--- src/common/lpgc_defines.svh ---
`ifndef LPGC_DEFINES_SVH
`define LPGC_DEFINES_SVH

// ----------------------------------------------------------------
// gearing and widths
// ----------------------------------------------------------------
`define LPGC_DQ_W 8
`define LPGC_CA_W 6
`define LPGC_CMD_W 7
`define LPGC_DATA_GEAR 8
`define LPGC_CMD_GEAR 4
`define LPGC_CLK_RATIO 4
`define LPGC_DLY_TAPS 4

// ----------------------------------------------------------------
// frequency select codes and rates
// ----------------------------------------------------------------
`define LPGC_SEL_OPER 3'h0
`define LPGC_SEL_TRAIN 3'h1
`define LPGC_TRAIN_MHZ 50
`define LPGC_DEFAULT_MHZ 533
`define LPGC_MAX_RATE_MBPS 1066

// ----------------------------------------------------------------
// timing
// ----------------------------------------------------------------
`define LPGC_CLK_PERIOD_NS 4
`define LPGC_LOCK_TIME_NS 1000
`define LPGC_DLL_TIME_NS 8000
`define LPGC_LOCK_CYCLES \
    ((`LPGC_LOCK_TIME_NS + `LPGC_CLK_PERIOD_NS - 1) / `LPGC_CLK_PERIOD_NS)
`define LPGC_DLL_CYCLES \
    ((`LPGC_DLL_TIME_NS + `LPGC_CLK_PERIOD_NS - 1) / `LPGC_CLK_PERIOD_NS)

`endif

--- src/common/lpgc_pkg.sv ---
package lpgc_pkg;

    typedef enum logic [1:0] {ST_LOCK, ST_DLL, ST_READY} lpgc_state_e;
    typedef logic [11:0] lpgc_count_t;

    // supported memory clock frequencies, and pin rate within limit
    function automatic bit lpgc_freq_ok(int mhz, int max_mbps);
        return (mhz inside {200, 250, 300, 350, 400, 533}) &&
            (2 * mhz <= max_mbps);
    endfunction

    // command/address beat k out of a four-beat system word
    function automatic logic [5:0] lpgc_ca_beat(logic [23:0] w,
        logic [1:0] k);
        return w[int'(k) * 6 +: 6];
    endfunction

endpackage

--- src/common/lpgc_dly_if.sv ---
`timescale 1ns/1ps
interface lpgc_dly_if #(parameter int W = 8) ();
    logic [W-1:0] din;
    logic [2*W-1:0] code;
    logic [W-1:0] dout;
    modport unit(input din, input code, output dout);
    modport user(output din, output code, input dout);
endinterface

--- src/rtl/lpgc_delay_line.sv ---
`timescale 1ns/1ps
`include "lpgc_defines.svh"
module lpgc_delay_line #(
    parameter int W = 8
) (
    input wire logic core_clk,
    input wire logic reset,
    lpgc_dly_if.unit dl
);
    import lpgc_pkg::*;

    // ----------------------------------------------------------------
    // tap chain, tap 0 is the undelayed input
    // ----------------------------------------------------------------
    logic [W-1:0] tap [`LPGC_DLY_TAPS];

    assign tap[0] = dl.din;

    // one flop stage per tap after tap 0, each with its own single driver
    for (genvar k = 1; k < `LPGC_DLY_TAPS; k++) begin : g_tap
        logic [W-1:0] q;
        always_ff @(posedge core_clk) begin
            q <= reset ? '0 : tap[k-1];
        end
        assign tap[k] = q;
    end

    // each bit picks its own tap
    for (genvar i = 0; i < W; i++) begin : g_bit
        assign dl.dout[i] = tap[dl.code[2*i +: 2]][i];
    end

endmodule // lpgc_delay_line

--- src/rtl/lpgc_phy_top.sv ---
// Operation
// - memory clock runs four times the system clock rate
// - eight-bit system lane per pin, four memory clocks, both edges
// - command signals four wide, change on memory clock falling edge at both operating and training rate
// - pin data rate limited to 1066 Mbps
// - operating frequency one of 200, 250, 300, 350, 400, 533 MHz
// - each command output bit has its own adjustable delay; only cs and ca go through it, cke and odt bypass it
// - data path has group delay and per-bit delay; per-bit delay on write data bits only
// - group is eight data bits, strobe, mask; read, write, strobe paths
// - active-high reset puts block into reset state
// - system clock output is memory clock divided by four
// - select 0 gives operating frequency, 1 gives 50 MHz training
// - rising update request starts frequency change; held until ready
// - dll update enable adds slow dll update to the change
// - memory clock toggles only while its enable is high
// - ready drops during change, rises when both clocks valid
// - pll lock shows generated clocks are stable
// - separate low-active drive enables for clock pins and command pins
`timescale 1ns/1ps
`include "lpgc_defines.svh"
module lpgc_phy_top #(
    parameter int MEM_FREQ_MHZ = `LPGC_DEFAULT_MHZ
) (
    input wire logic core_clk,
    input wire logic reset,
    input wire logic clock_update_request,
    input wire logic [2:0] mem_freq_select,
    input wire logic dll_update_enable,
    input wire logic mem_clock_toggle_enable,
    input wire logic clock_pins_drive_enable_low,
    input wire logic command_pins_drive_enable_low,
    input wire logic write_data_drive_enable_low,
    input wire logic [3:0] cke_word,
    input wire logic [3:0] cs_word,
    input wire logic [23:0] ca_word,
    input wire logic [3:0] odt_word,
    input wire logic [63:0] write_dq_word,
    input wire logic [7:0] write_dmi_word,
    input wire logic [7:0] write_dqs_word,
    input wire logic [13:0] cmd_bit_delay,
    input wire logic [15:0] dq_bit_delay,
    input wire lpgc_pkg::lpgc_count_t unused_count,
    input wire logic [1:0] write_group_delay,
    input wire logic [1:0] read_group_delay,
    input wire logic [1:0] strobe_group_delay,
    input wire logic [7:0] mem_dq_in,
    input wire logic mem_dqs_in,
    input wire logic mem_dmi_in,
    output logic pll_lock,
    output logic ready,
    output logic sys_clock_out,
    output logic mem_clock_out,
    output logic mem_clock_pins_oe,
    output logic mem_command_pins_oe,
    output logic mem_cke,
    output logic mem_cs,
    output logic [5:0] mem_ca,
    output logic mem_odt,
    output logic [7:0] mem_dq_out,
    output logic mem_dq_oe,
    output logic mem_dqs_out,
    output logic mem_dqs_oe,
    output logic mem_dmi_out,
    output logic mem_dmi_oe,
    output logic [63:0] read_dq_word,
    output logic [7:0] read_dmi_word,
    output logic read_valid
);
    import lpgc_pkg::*;

    // unsupported settings fall back to the default rate
    localparam int FREQ = lpgc_freq_ok(MEM_FREQ_MHZ, `LPGC_MAX_RATE_MBPS) ?
        MEM_FREQ_MHZ : `LPGC_DEFAULT_MHZ;
    localparam int TRAIN_DIV = FREQ / `LPGC_TRAIN_MHZ;
    localparam lpgc_count_t LOCK_CNT = lpgc_count_t'(`LPGC_LOCK_CYCLES);
    localparam lpgc_count_t DLL_CNT = lpgc_count_t'(`LPGC_DLL_CYCLES);
    localparam logic [3:0] DIV_LOAD = 4'(TRAIN_DIV - 1);

    // ----------------------------------------------------------------
    // synchronizers for the change request
    // ----------------------------------------------------------------
    logic [1:0] upd_sync;
    logic [2:0] sel_s1;
    logic [2:0] sel_s2;
    logic [1:0] dll_sync;
    logic upd_prev;
    wire upd_rise = upd_sync[1] & ~upd_prev;

    always_ff @(posedge core_clk) begin
        upd_sync <= reset ? 2'h0 : {upd_sync[0], clock_update_request};
        sel_s1 <= reset ? 3'h0 : mem_freq_select;
        sel_s2 <= reset ? 3'h0 : sel_s1;
        dll_sync <= reset ? 2'h0 : {dll_sync[0], dll_update_enable};
        upd_prev <= reset ? 1'h0 : upd_sync[1];
    end

    // ----------------------------------------------------------------
    // frequency change sequencer
    // ----------------------------------------------------------------
    lpgc_state_e st;
    lpgc_count_t wait_cnt;
    logic [2:0] sel_q;
    logic dll_q;
    wire wait_done = (wait_cnt == '0);
    wire running = (st == ST_READY);

    // select is only taken on the rising request edge; held stable by
    // the controller meanwhile, so a plain two-flop sync is safe
    always_ff @(posedge core_clk) begin
        if (reset) begin
            st <= ST_LOCK;
            wait_cnt <= LOCK_CNT;
            sel_q <= `LPGC_SEL_OPER;
            dll_q <= 1'h0;
            pll_lock <= 1'h0;
            ready <= 1'h0;
        end else begin
            case (st)
                ST_READY: if (upd_rise) begin
                    st <= ST_LOCK;
                    wait_cnt <= LOCK_CNT;
                    sel_q <= sel_s2;
                    dll_q <= dll_sync[1];
                    pll_lock <= 1'h0;
                    ready <= 1'h0;
                end
                ST_LOCK: if (wait_done) begin
                    pll_lock <= 1'h1;
                    st <= dll_q ? ST_DLL : ST_READY;
                    wait_cnt <= DLL_CNT;
                    ready <= ~dll_q;
                end else begin
                    wait_cnt <= wait_cnt - 1'b1;
                end
                ST_DLL: if (wait_done) begin
                    st <= ST_READY;
                    ready <= 1'h1;
                end else begin
                    wait_cnt <= wait_cnt - 1'b1;
                end
                default: st <= ST_LOCK;
            endcase
        end
    end

    // ----------------------------------------------------------------
    // clock generation: one tick per memory clock half period
    // ----------------------------------------------------------------
    logic [3:0] div_cnt;
    logic [2:0] ph;
    wire slow = (sel_q == `LPGC_SEL_TRAIN);
    wire tick = running & (~slow | (div_cnt == 4'h0));
    wire word_end = tick & (ph == 3'h7);
    wire load = ~running | word_end;
    wire fast_run = running & ~slow;

    always_ff @(posedge core_clk) begin
        if (reset || !running || tick) begin
            div_cnt <= reset || !running ? 4'h0 : DIV_LOAD;
        end else begin
            div_cnt <= div_cnt - 4'h1;
        end
        ph <= (reset || !running) ? 3'h0 : ph + 3'(tick);
    end

    // clocks stop while a change is in progress
    always_ff @(posedge core_clk) begin
        sys_clock_out <= ~reset & running & ~ph[2];
        mem_clock_out <= ~reset & running & ~ph[0] &
            mem_clock_toggle_enable;
        mem_clock_pins_oe <= ~reset & ~clock_pins_drive_enable_low;
        mem_command_pins_oe <= ~reset & ~command_pins_drive_enable_low;
        mem_dq_oe <= ~reset & ~write_data_drive_enable_low;
        mem_dqs_oe <= ~reset & ~write_data_drive_enable_low;
        mem_dmi_oe <= ~reset & ~write_data_drive_enable_low;
    end

    // ----------------------------------------------------------------
    // system word holding and serializers
    // ----------------------------------------------------------------
    logic [63:0] wq;
    logic [7:0] wm;
    logic [7:0] ws;
    logic [3:0] cke_h;
    logic [3:0] cs_h;
    logic [3:0] odt_h;
    logic [23:0] ca_h;
    logic [7:0] dq_ser;
    logic dm_ser;
    logic dqs_ser;
    logic [`LPGC_CMD_W-1:0] cmd_ser;
    logic cke_ser;
    logic odt_ser;

    always_ff @(posedge core_clk) begin
        if (load) begin
            wq <= write_dq_word;
            wm <= write_dmi_word;
            ws <= write_dqs_word;
            cke_h <= cke_word;
            cs_h <= cs_word;
            odt_h <= odt_word;
            ca_h <= ca_word;
        end
    end

    // data beat per tick, i.e. per memory clock edge
    always_ff @(posedge core_clk) begin
        if (reset) begin
            dq_ser <= 8'h0;
            dm_ser <= 1'h0;
            dqs_ser <= 1'h0;
        end else if (tick) begin
            dq_ser <= wq[{ph, 3'h0} +: `LPGC_DQ_W];
            dm_ser <= wm[ph];
            dqs_ser <= ws[ph];
        end
    end

    // launched on the even tick; the pin register adds one cycle, so the
    // pin changes as the memory clock falls, at the operating rate and at training rate alike
    always_ff @(posedge core_clk) begin
        if (reset) begin
            cmd_ser <= '0;
            cke_ser <= 1'h0;
            odt_ser <= 1'h0;
        end else if (tick && !ph[0]) begin
            cmd_ser <= {cs_h[ph[2:1]], lpgc_ca_beat(ca_h, ph[2:1])};
            cke_ser <= cke_h[ph[2:1]];
            odt_ser <= odt_h[ph[2:1]];
        end
    end

    // ----------------------------------------------------------------
    // delay adjustment
    // ----------------------------------------------------------------
    lpgc_dly_if #(.W(`LPGC_CMD_W)) cmd_d ();
    lpgc_dly_if #(.W(`LPGC_DQ_W)) bit_d ();
    lpgc_dly_if #(.W(`LPGC_DQ_W + 1)) wgrp_d ();
    lpgc_dly_if #(.W(1)) sgrp_d ();
    lpgc_dly_if #(.W(`LPGC_DQ_W + 1)) rgrp_d ();

    assign cmd_d.din = cmd_ser;
    assign cmd_d.code = cmd_bit_delay;
    assign bit_d.din = dq_ser;
    assign bit_d.code = dq_bit_delay;
    assign wgrp_d.din = {dm_ser, bit_d.dout};
    assign wgrp_d.code = {(`LPGC_DQ_W + 1){write_group_delay}};
    assign sgrp_d.din = dqs_ser;
    assign sgrp_d.code = strobe_group_delay;
    assign rgrp_d.din = {mem_dmi_in, mem_dq_in};
    assign rgrp_d.code = {(`LPGC_DQ_W + 1){read_group_delay}};

    lpgc_delay_line #(.W(`LPGC_CMD_W)) u_cmd_dly (.core_clk(core_clk),
        .reset(reset), .dl(cmd_d.unit));
    lpgc_delay_line #(.W(`LPGC_DQ_W)) u_bit_dly (.core_clk(core_clk),
        .reset(reset), .dl(bit_d.unit));
    lpgc_delay_line #(.W(`LPGC_DQ_W + 1)) u_wgrp_dly (.core_clk(core_clk),
        .reset(reset), .dl(wgrp_d.unit));
    lpgc_delay_line #(.W(1)) u_sgrp_dly (.core_clk(core_clk),
        .reset(reset), .dl(sgrp_d.unit));
    lpgc_delay_line #(.W(`LPGC_DQ_W + 1)) u_rgrp_dly (.core_clk(core_clk),
        .reset(reset), .dl(rgrp_d.unit));

    always_ff @(posedge core_clk) begin
        mem_cs <= ~reset & cmd_d.dout[`LPGC_CA_W];
        mem_ca <= reset ? 6'h0 : cmd_d.dout[`LPGC_CA_W-1:0];
        mem_cke <= ~reset & cke_ser;
        mem_odt <= ~reset & odt_ser;
        mem_dq_out <= reset ? 8'h0 : wgrp_d.dout[`LPGC_DQ_W-1:0];
        mem_dmi_out <= ~reset & wgrp_d.dout[`LPGC_DQ_W];
        mem_dqs_out <= ~reset & sgrp_d.dout[0];
    end

    // ----------------------------------------------------------------
    // read deserializer; word valid only if the strobe moved
    // ----------------------------------------------------------------
    logic [63:0] rd_buf;
    logic [7:0] rm_buf;
    logic dqs_prev;
    logic dqs_seen;
    wire word_start = tick & (ph == 3'h0);

    always_ff @(posedge core_clk) begin
        dqs_prev <= ~reset & mem_dqs_in;
        if (reset || word_start) begin
            dqs_seen <= 1'h0;
        end else begin
            dqs_seen <= dqs_seen | (dqs_prev ^ mem_dqs_in);
        end
        if (tick) begin
            rd_buf[{ph, 3'h0} +: `LPGC_DQ_W] <= rgrp_d.dout[`LPGC_DQ_W-1:0];
            rm_buf[ph] <= rgrp_d.dout[`LPGC_DQ_W];
        end
    end

    always_ff @(posedge core_clk) begin
        if (reset) begin
            read_dq_word <= 64'h0;
            read_dmi_word <= 8'h0;
            read_valid <= 1'h0;
        end else begin
            read_valid <= word_start & dqs_seen;
            if (word_start) begin
                read_dq_word <= rd_buf;
                read_dmi_word <= rm_buf;
            end
        end
    end
endmodule // lpgc_phy_top

--- config.mk ---
export PLATFORM = sky130hd
export DESIGN_NAME = lpgc_phy_top
export DESIGN_NICKNAME = d
export VERILOG_FILES = /design/src/common/lpgc_pkg.sv /design/src/common/lpgc_dly_if.sv /design/src/rtl/lpgc_delay_line.sv /design/src/rtl/lpgc_phy_top.sv
export VERILOG_INCLUDE_DIRS = /design/src /design/src/common
export SDC_FILE = /design/constraint.sdc
export NUM_CORES = 1
export LEC_CHECK = 0
export ABC_CLOCK_PERIOD_IN_PS = 10650
export BUFFER_PORTS_ARGS = -buffer_cell sky130_fd_sc_hd__buf_2
export CORE_ASPECT_RATIO = 2
export CORE_UTILIZATION = 50
export DETAILED_ROUTE_END_ITERATION = 7
export GPL_TIMING_DRIVEN = 1
export PLACE_DENSITY_LB_ADDON = 0.25
export SLEW_MARGIN = 20
export SYNTH_ARGS = -nofsm -noshare
export SYNTH_HDL_FRONTEND = slang
export SYNTH_SLANG_ARGS = --single-unit
--- constraint.sdc ---
create_clock -name core_clk -period 10.65 [get_ports core_clk]
set_input_delay 1.5975 -clock core_clk [delete_from_list [all_inputs] [get_ports core_clk]]
set_output_delay 1.5975 -clock core_clk [all_outputs]
set_load 0.05 [all_outputs]
==> impl_metrics.tcl <==
set metrics [dict create \
    drv_cap 0 \
    synth_top_flop_cell "dfxtp_1" \
    numCtsBuffers 39 \
    synth_area_leader_cell "edfxtp_1" \
    p_per_area_mw_per_mm2 173.3 \
    postPlaceCellArea_mm2 0.01784 \
    min-delay-path-class "flip-flop to flip-flop" \
    drt_pass1_iterations 5 \
    cp-end-kind "flip-flop" \
    syn_inst 1251 \
    vdd_drop_max_v 0.0001739 \
    io_pins 286 \
    worstSetupPathType "flip-flop to flip-flop" \
    finalSetupViolations 0 \
    clk_latency_ns 0.54 \
    finalCritPeriodShare 0.3721 \
    first_global_vias 10430 \
    min_period_ns 3.963 \
    antenna_left 0 \
    synth_compound_gate_area_share 0.04476 \
    cts_tree "done" \
    ctsResizeCount 0 \
    synth_area_leaders "edfxtp_1 35%, dfxtp_1 32%, mux4_2 8.8%" \
    post-route-drc-count 0 \
    htreeDepth 2 \
    synth_top_family_by_area "simple AND/OR/NAND/NOR gates" \
    final_cell_mix "272 x buf_2, 256 x dfxtp_1, 188 x edfxtp_1" \
    syn_to_final_growth_pct 17.91 \
    hold_path_depth 2 \
    startpoint_type "flip-flop" \
    vias 10070 \
    avgRoutedWirePerCell_um 17.63 \
    ys_warn_count 0 \
    hold_buffers 0 \
    die_h_um 256.7 \
    worstMarginPinSlew_ns 0.9313 \
    clock.fmax_mhz 252.3 \
    grt.overflow.total 0 \
    initial_core_util 0.5122 \
    slew-limit-headroom 0.3784 \
    synthMuxAreaShare 0.09723 \
    ys_types 60 \
    finalPower_mw 3.313 \
    worst-path-max-fanout 31 \
    synth.avg_cell_area_um2 12.96 \
    synth_top_area_frac 0.3482 \
    cts-root-buf "clkbuf_16" \
    synthArstFlopShare 0 \
    setup_tns_ns 0 \
    cp.arrival_ns 4.34 \
    synth_edf_count 188 \
    worstRegToRegCells 6 \
    grt_pass1_wl_um 53740 \
    layout_commonest_cell "buf_2" \
    hold_violations 0 \
    totalWireLength_um 34430 \
    synthAdderAreaFrac 0.008488 \
    post_cts.repair.setup_buffers 0 \
    place_congestion 0.8695 \
    final.hold.worst_slack_ns 0.4393 \
    skew_ns 0.02452 \
    syn_nets 1447 \
    synth_area_mm2 0.01621 \
    finalNetCount 1691 \
    design_area_mm2 0.01912 \
    slew_viol_final 0 \
    hpwlAfterDp_um 24890 \
    drt_iter0_markers 474 \
    dieArea_mm2 0.03320 \
    rows 92 \
    synth_seq_cells 446 \
    leakage_nw 7.191 \
    synth_xor_area_frac 0.002161 \
    synth-simple-area-share 0.1542 \
    status "finished, final reports clean" \
    numClockSinks 446 \
    track_usage 0.2146 \
    dieWidth_um 129.3 \
    routed_via_density 5.157 \
    ctsLongestPathBuffers 3 \
    grt_max_degree 91 \
    worstPathRequired_ns 11.03 \
    io_buffers 273 \
    antenna_found_initial 6 \
    seq_area_frac_synth 0.6667 \
    cts.clk_slew.worst_paths_ns 0.07 \
    layout-drive-gt1-share 0.2802 \
    rsz0062_at_grt "false" \
    core_area_mm2 0.03166 \
]
==> metal layers <==
layer	wire length [µm]	vias to the layer above	share of wire	GRT usage
li1	-	4866	-	-
met1	11280	4803	0.33	0.2013
met2	19800	306	0.57	0.4208
met3	1564	97	0.045	0.03589
met4	1788	0	0.052	0.1190
met5	0	-	0	0
==> cell usage after synthesis (2+ instances only) <==
cell	n
nand3b_1	4
buf_6	4
or3_1	5
mux4_2	63
nand3_1	2
a21oi_1	83
o21ai_0	6
a211oi_1	3
clkbuf_1	65
nand2_1	187
or3b_2	2
or3_2	2
nor2b_1	139
o311ai_0	2
ha_1	11
mux2i_1	12
and2_1	19
a21o_1	2
mux2_2	2
inv_1	15
or4_1	3
edfxtp_1	188
dfxtp_1	258
a311oi_1	11
nor3_1	19
buf_4	2
buf_1	3
buf_2	4
o31ai_1	2
o21bai_1	2
and3_1	6
nor4_1	12
xnor2_1	3
nand2b_1	2
nor2_1	76
nor3b_1	8
==> path summary, 6_finish.rpt <==
kind,startpoint,to,slack [ns]
worst min-delay path,dll_sync[1],dll_q,0.44
worst min register to register,dll_sync[1],dll_q,0.44
worst max register to register,st[1],cke_ser,6.69
worst max-delay path,st[1],cke_ser,6.69
==> through the flow <==
| stage | utilization | setup slack, ns | std cells |
|---|---|---|---|
| after global routing | 0.6040 | 6.317 | 1953 |
| after global placement | 0.5636 | 6.668 | 1877 |
| after CTS | 0.6035 | 6.603 | 1947 |
| final | 0.6040 | 6.687 | 1953 |
| after floorplan | - | 0.7284 | 1251 |
| after detailed placement | 0.5636 | 6.584 | 1877 |
==> layout make-up <==
type | count | area, µm²
Multi-Input combinational cell | 710 | 4995
Clock buffer | 46 | 1054
Timing Repair Buffer | 283 | 1448
Sequential cell | 446 | 10810
Inverter | 15 | 56.30
Tap cell | 423 | 529.3
Clock inverter | 24 | 209.0
Fill cell | 2545 | 12540
Antenna cell | 6 | 15.01
==> kinds of logic after synthesis <==
| family | count (synthesis) |
|---|---|
| AO/OA/AOI/OAI | 122 |
| XOR/XNOR | 4 |
| adder cells (fa/ha/maj) | 11 |
| buffers and inverters | 95 |
| flip-flops | 446 |
| multiplexers | 78 |
| AND/OR/NAND/NOR | 495 |
==> worst max-delay path, cell delays in order (launching register included) <==
cell     delay (ns)
dfxtp_1        0.75
nor2b_1        0.71
o21ai_1        0.46
inv_1          0.81
ha_1           0.74
mux2i_1        0.27
nor2_1         0.06
==> report_power, final <==
| group | switching [mW] | total (mW) | internal, mW |
|---|---|---|---|
| Combinational | 0.0507 | 0.0995 | 0.0488 |
| Sequential | 0.0102 | 1.82 | 1.81 |
| Clock | 0.613 | 1.40 | 0.784 |
==> flip-flops by register name, summed over array words and instances (netlist names), 12 cells and up <==
name,cells
rd_buf,64
u_rgrp_dly.g_tap.q,27
wq,64
u_bit_dly.g_tap.q,24
u_wgrp_dly.g_tap.q,27
u_cmd_dly.g_tap.q,21
wait_cnt,12
read_dq_word,64
ca_h,24
Note: power is estimated with default switching activity, not from simulation.
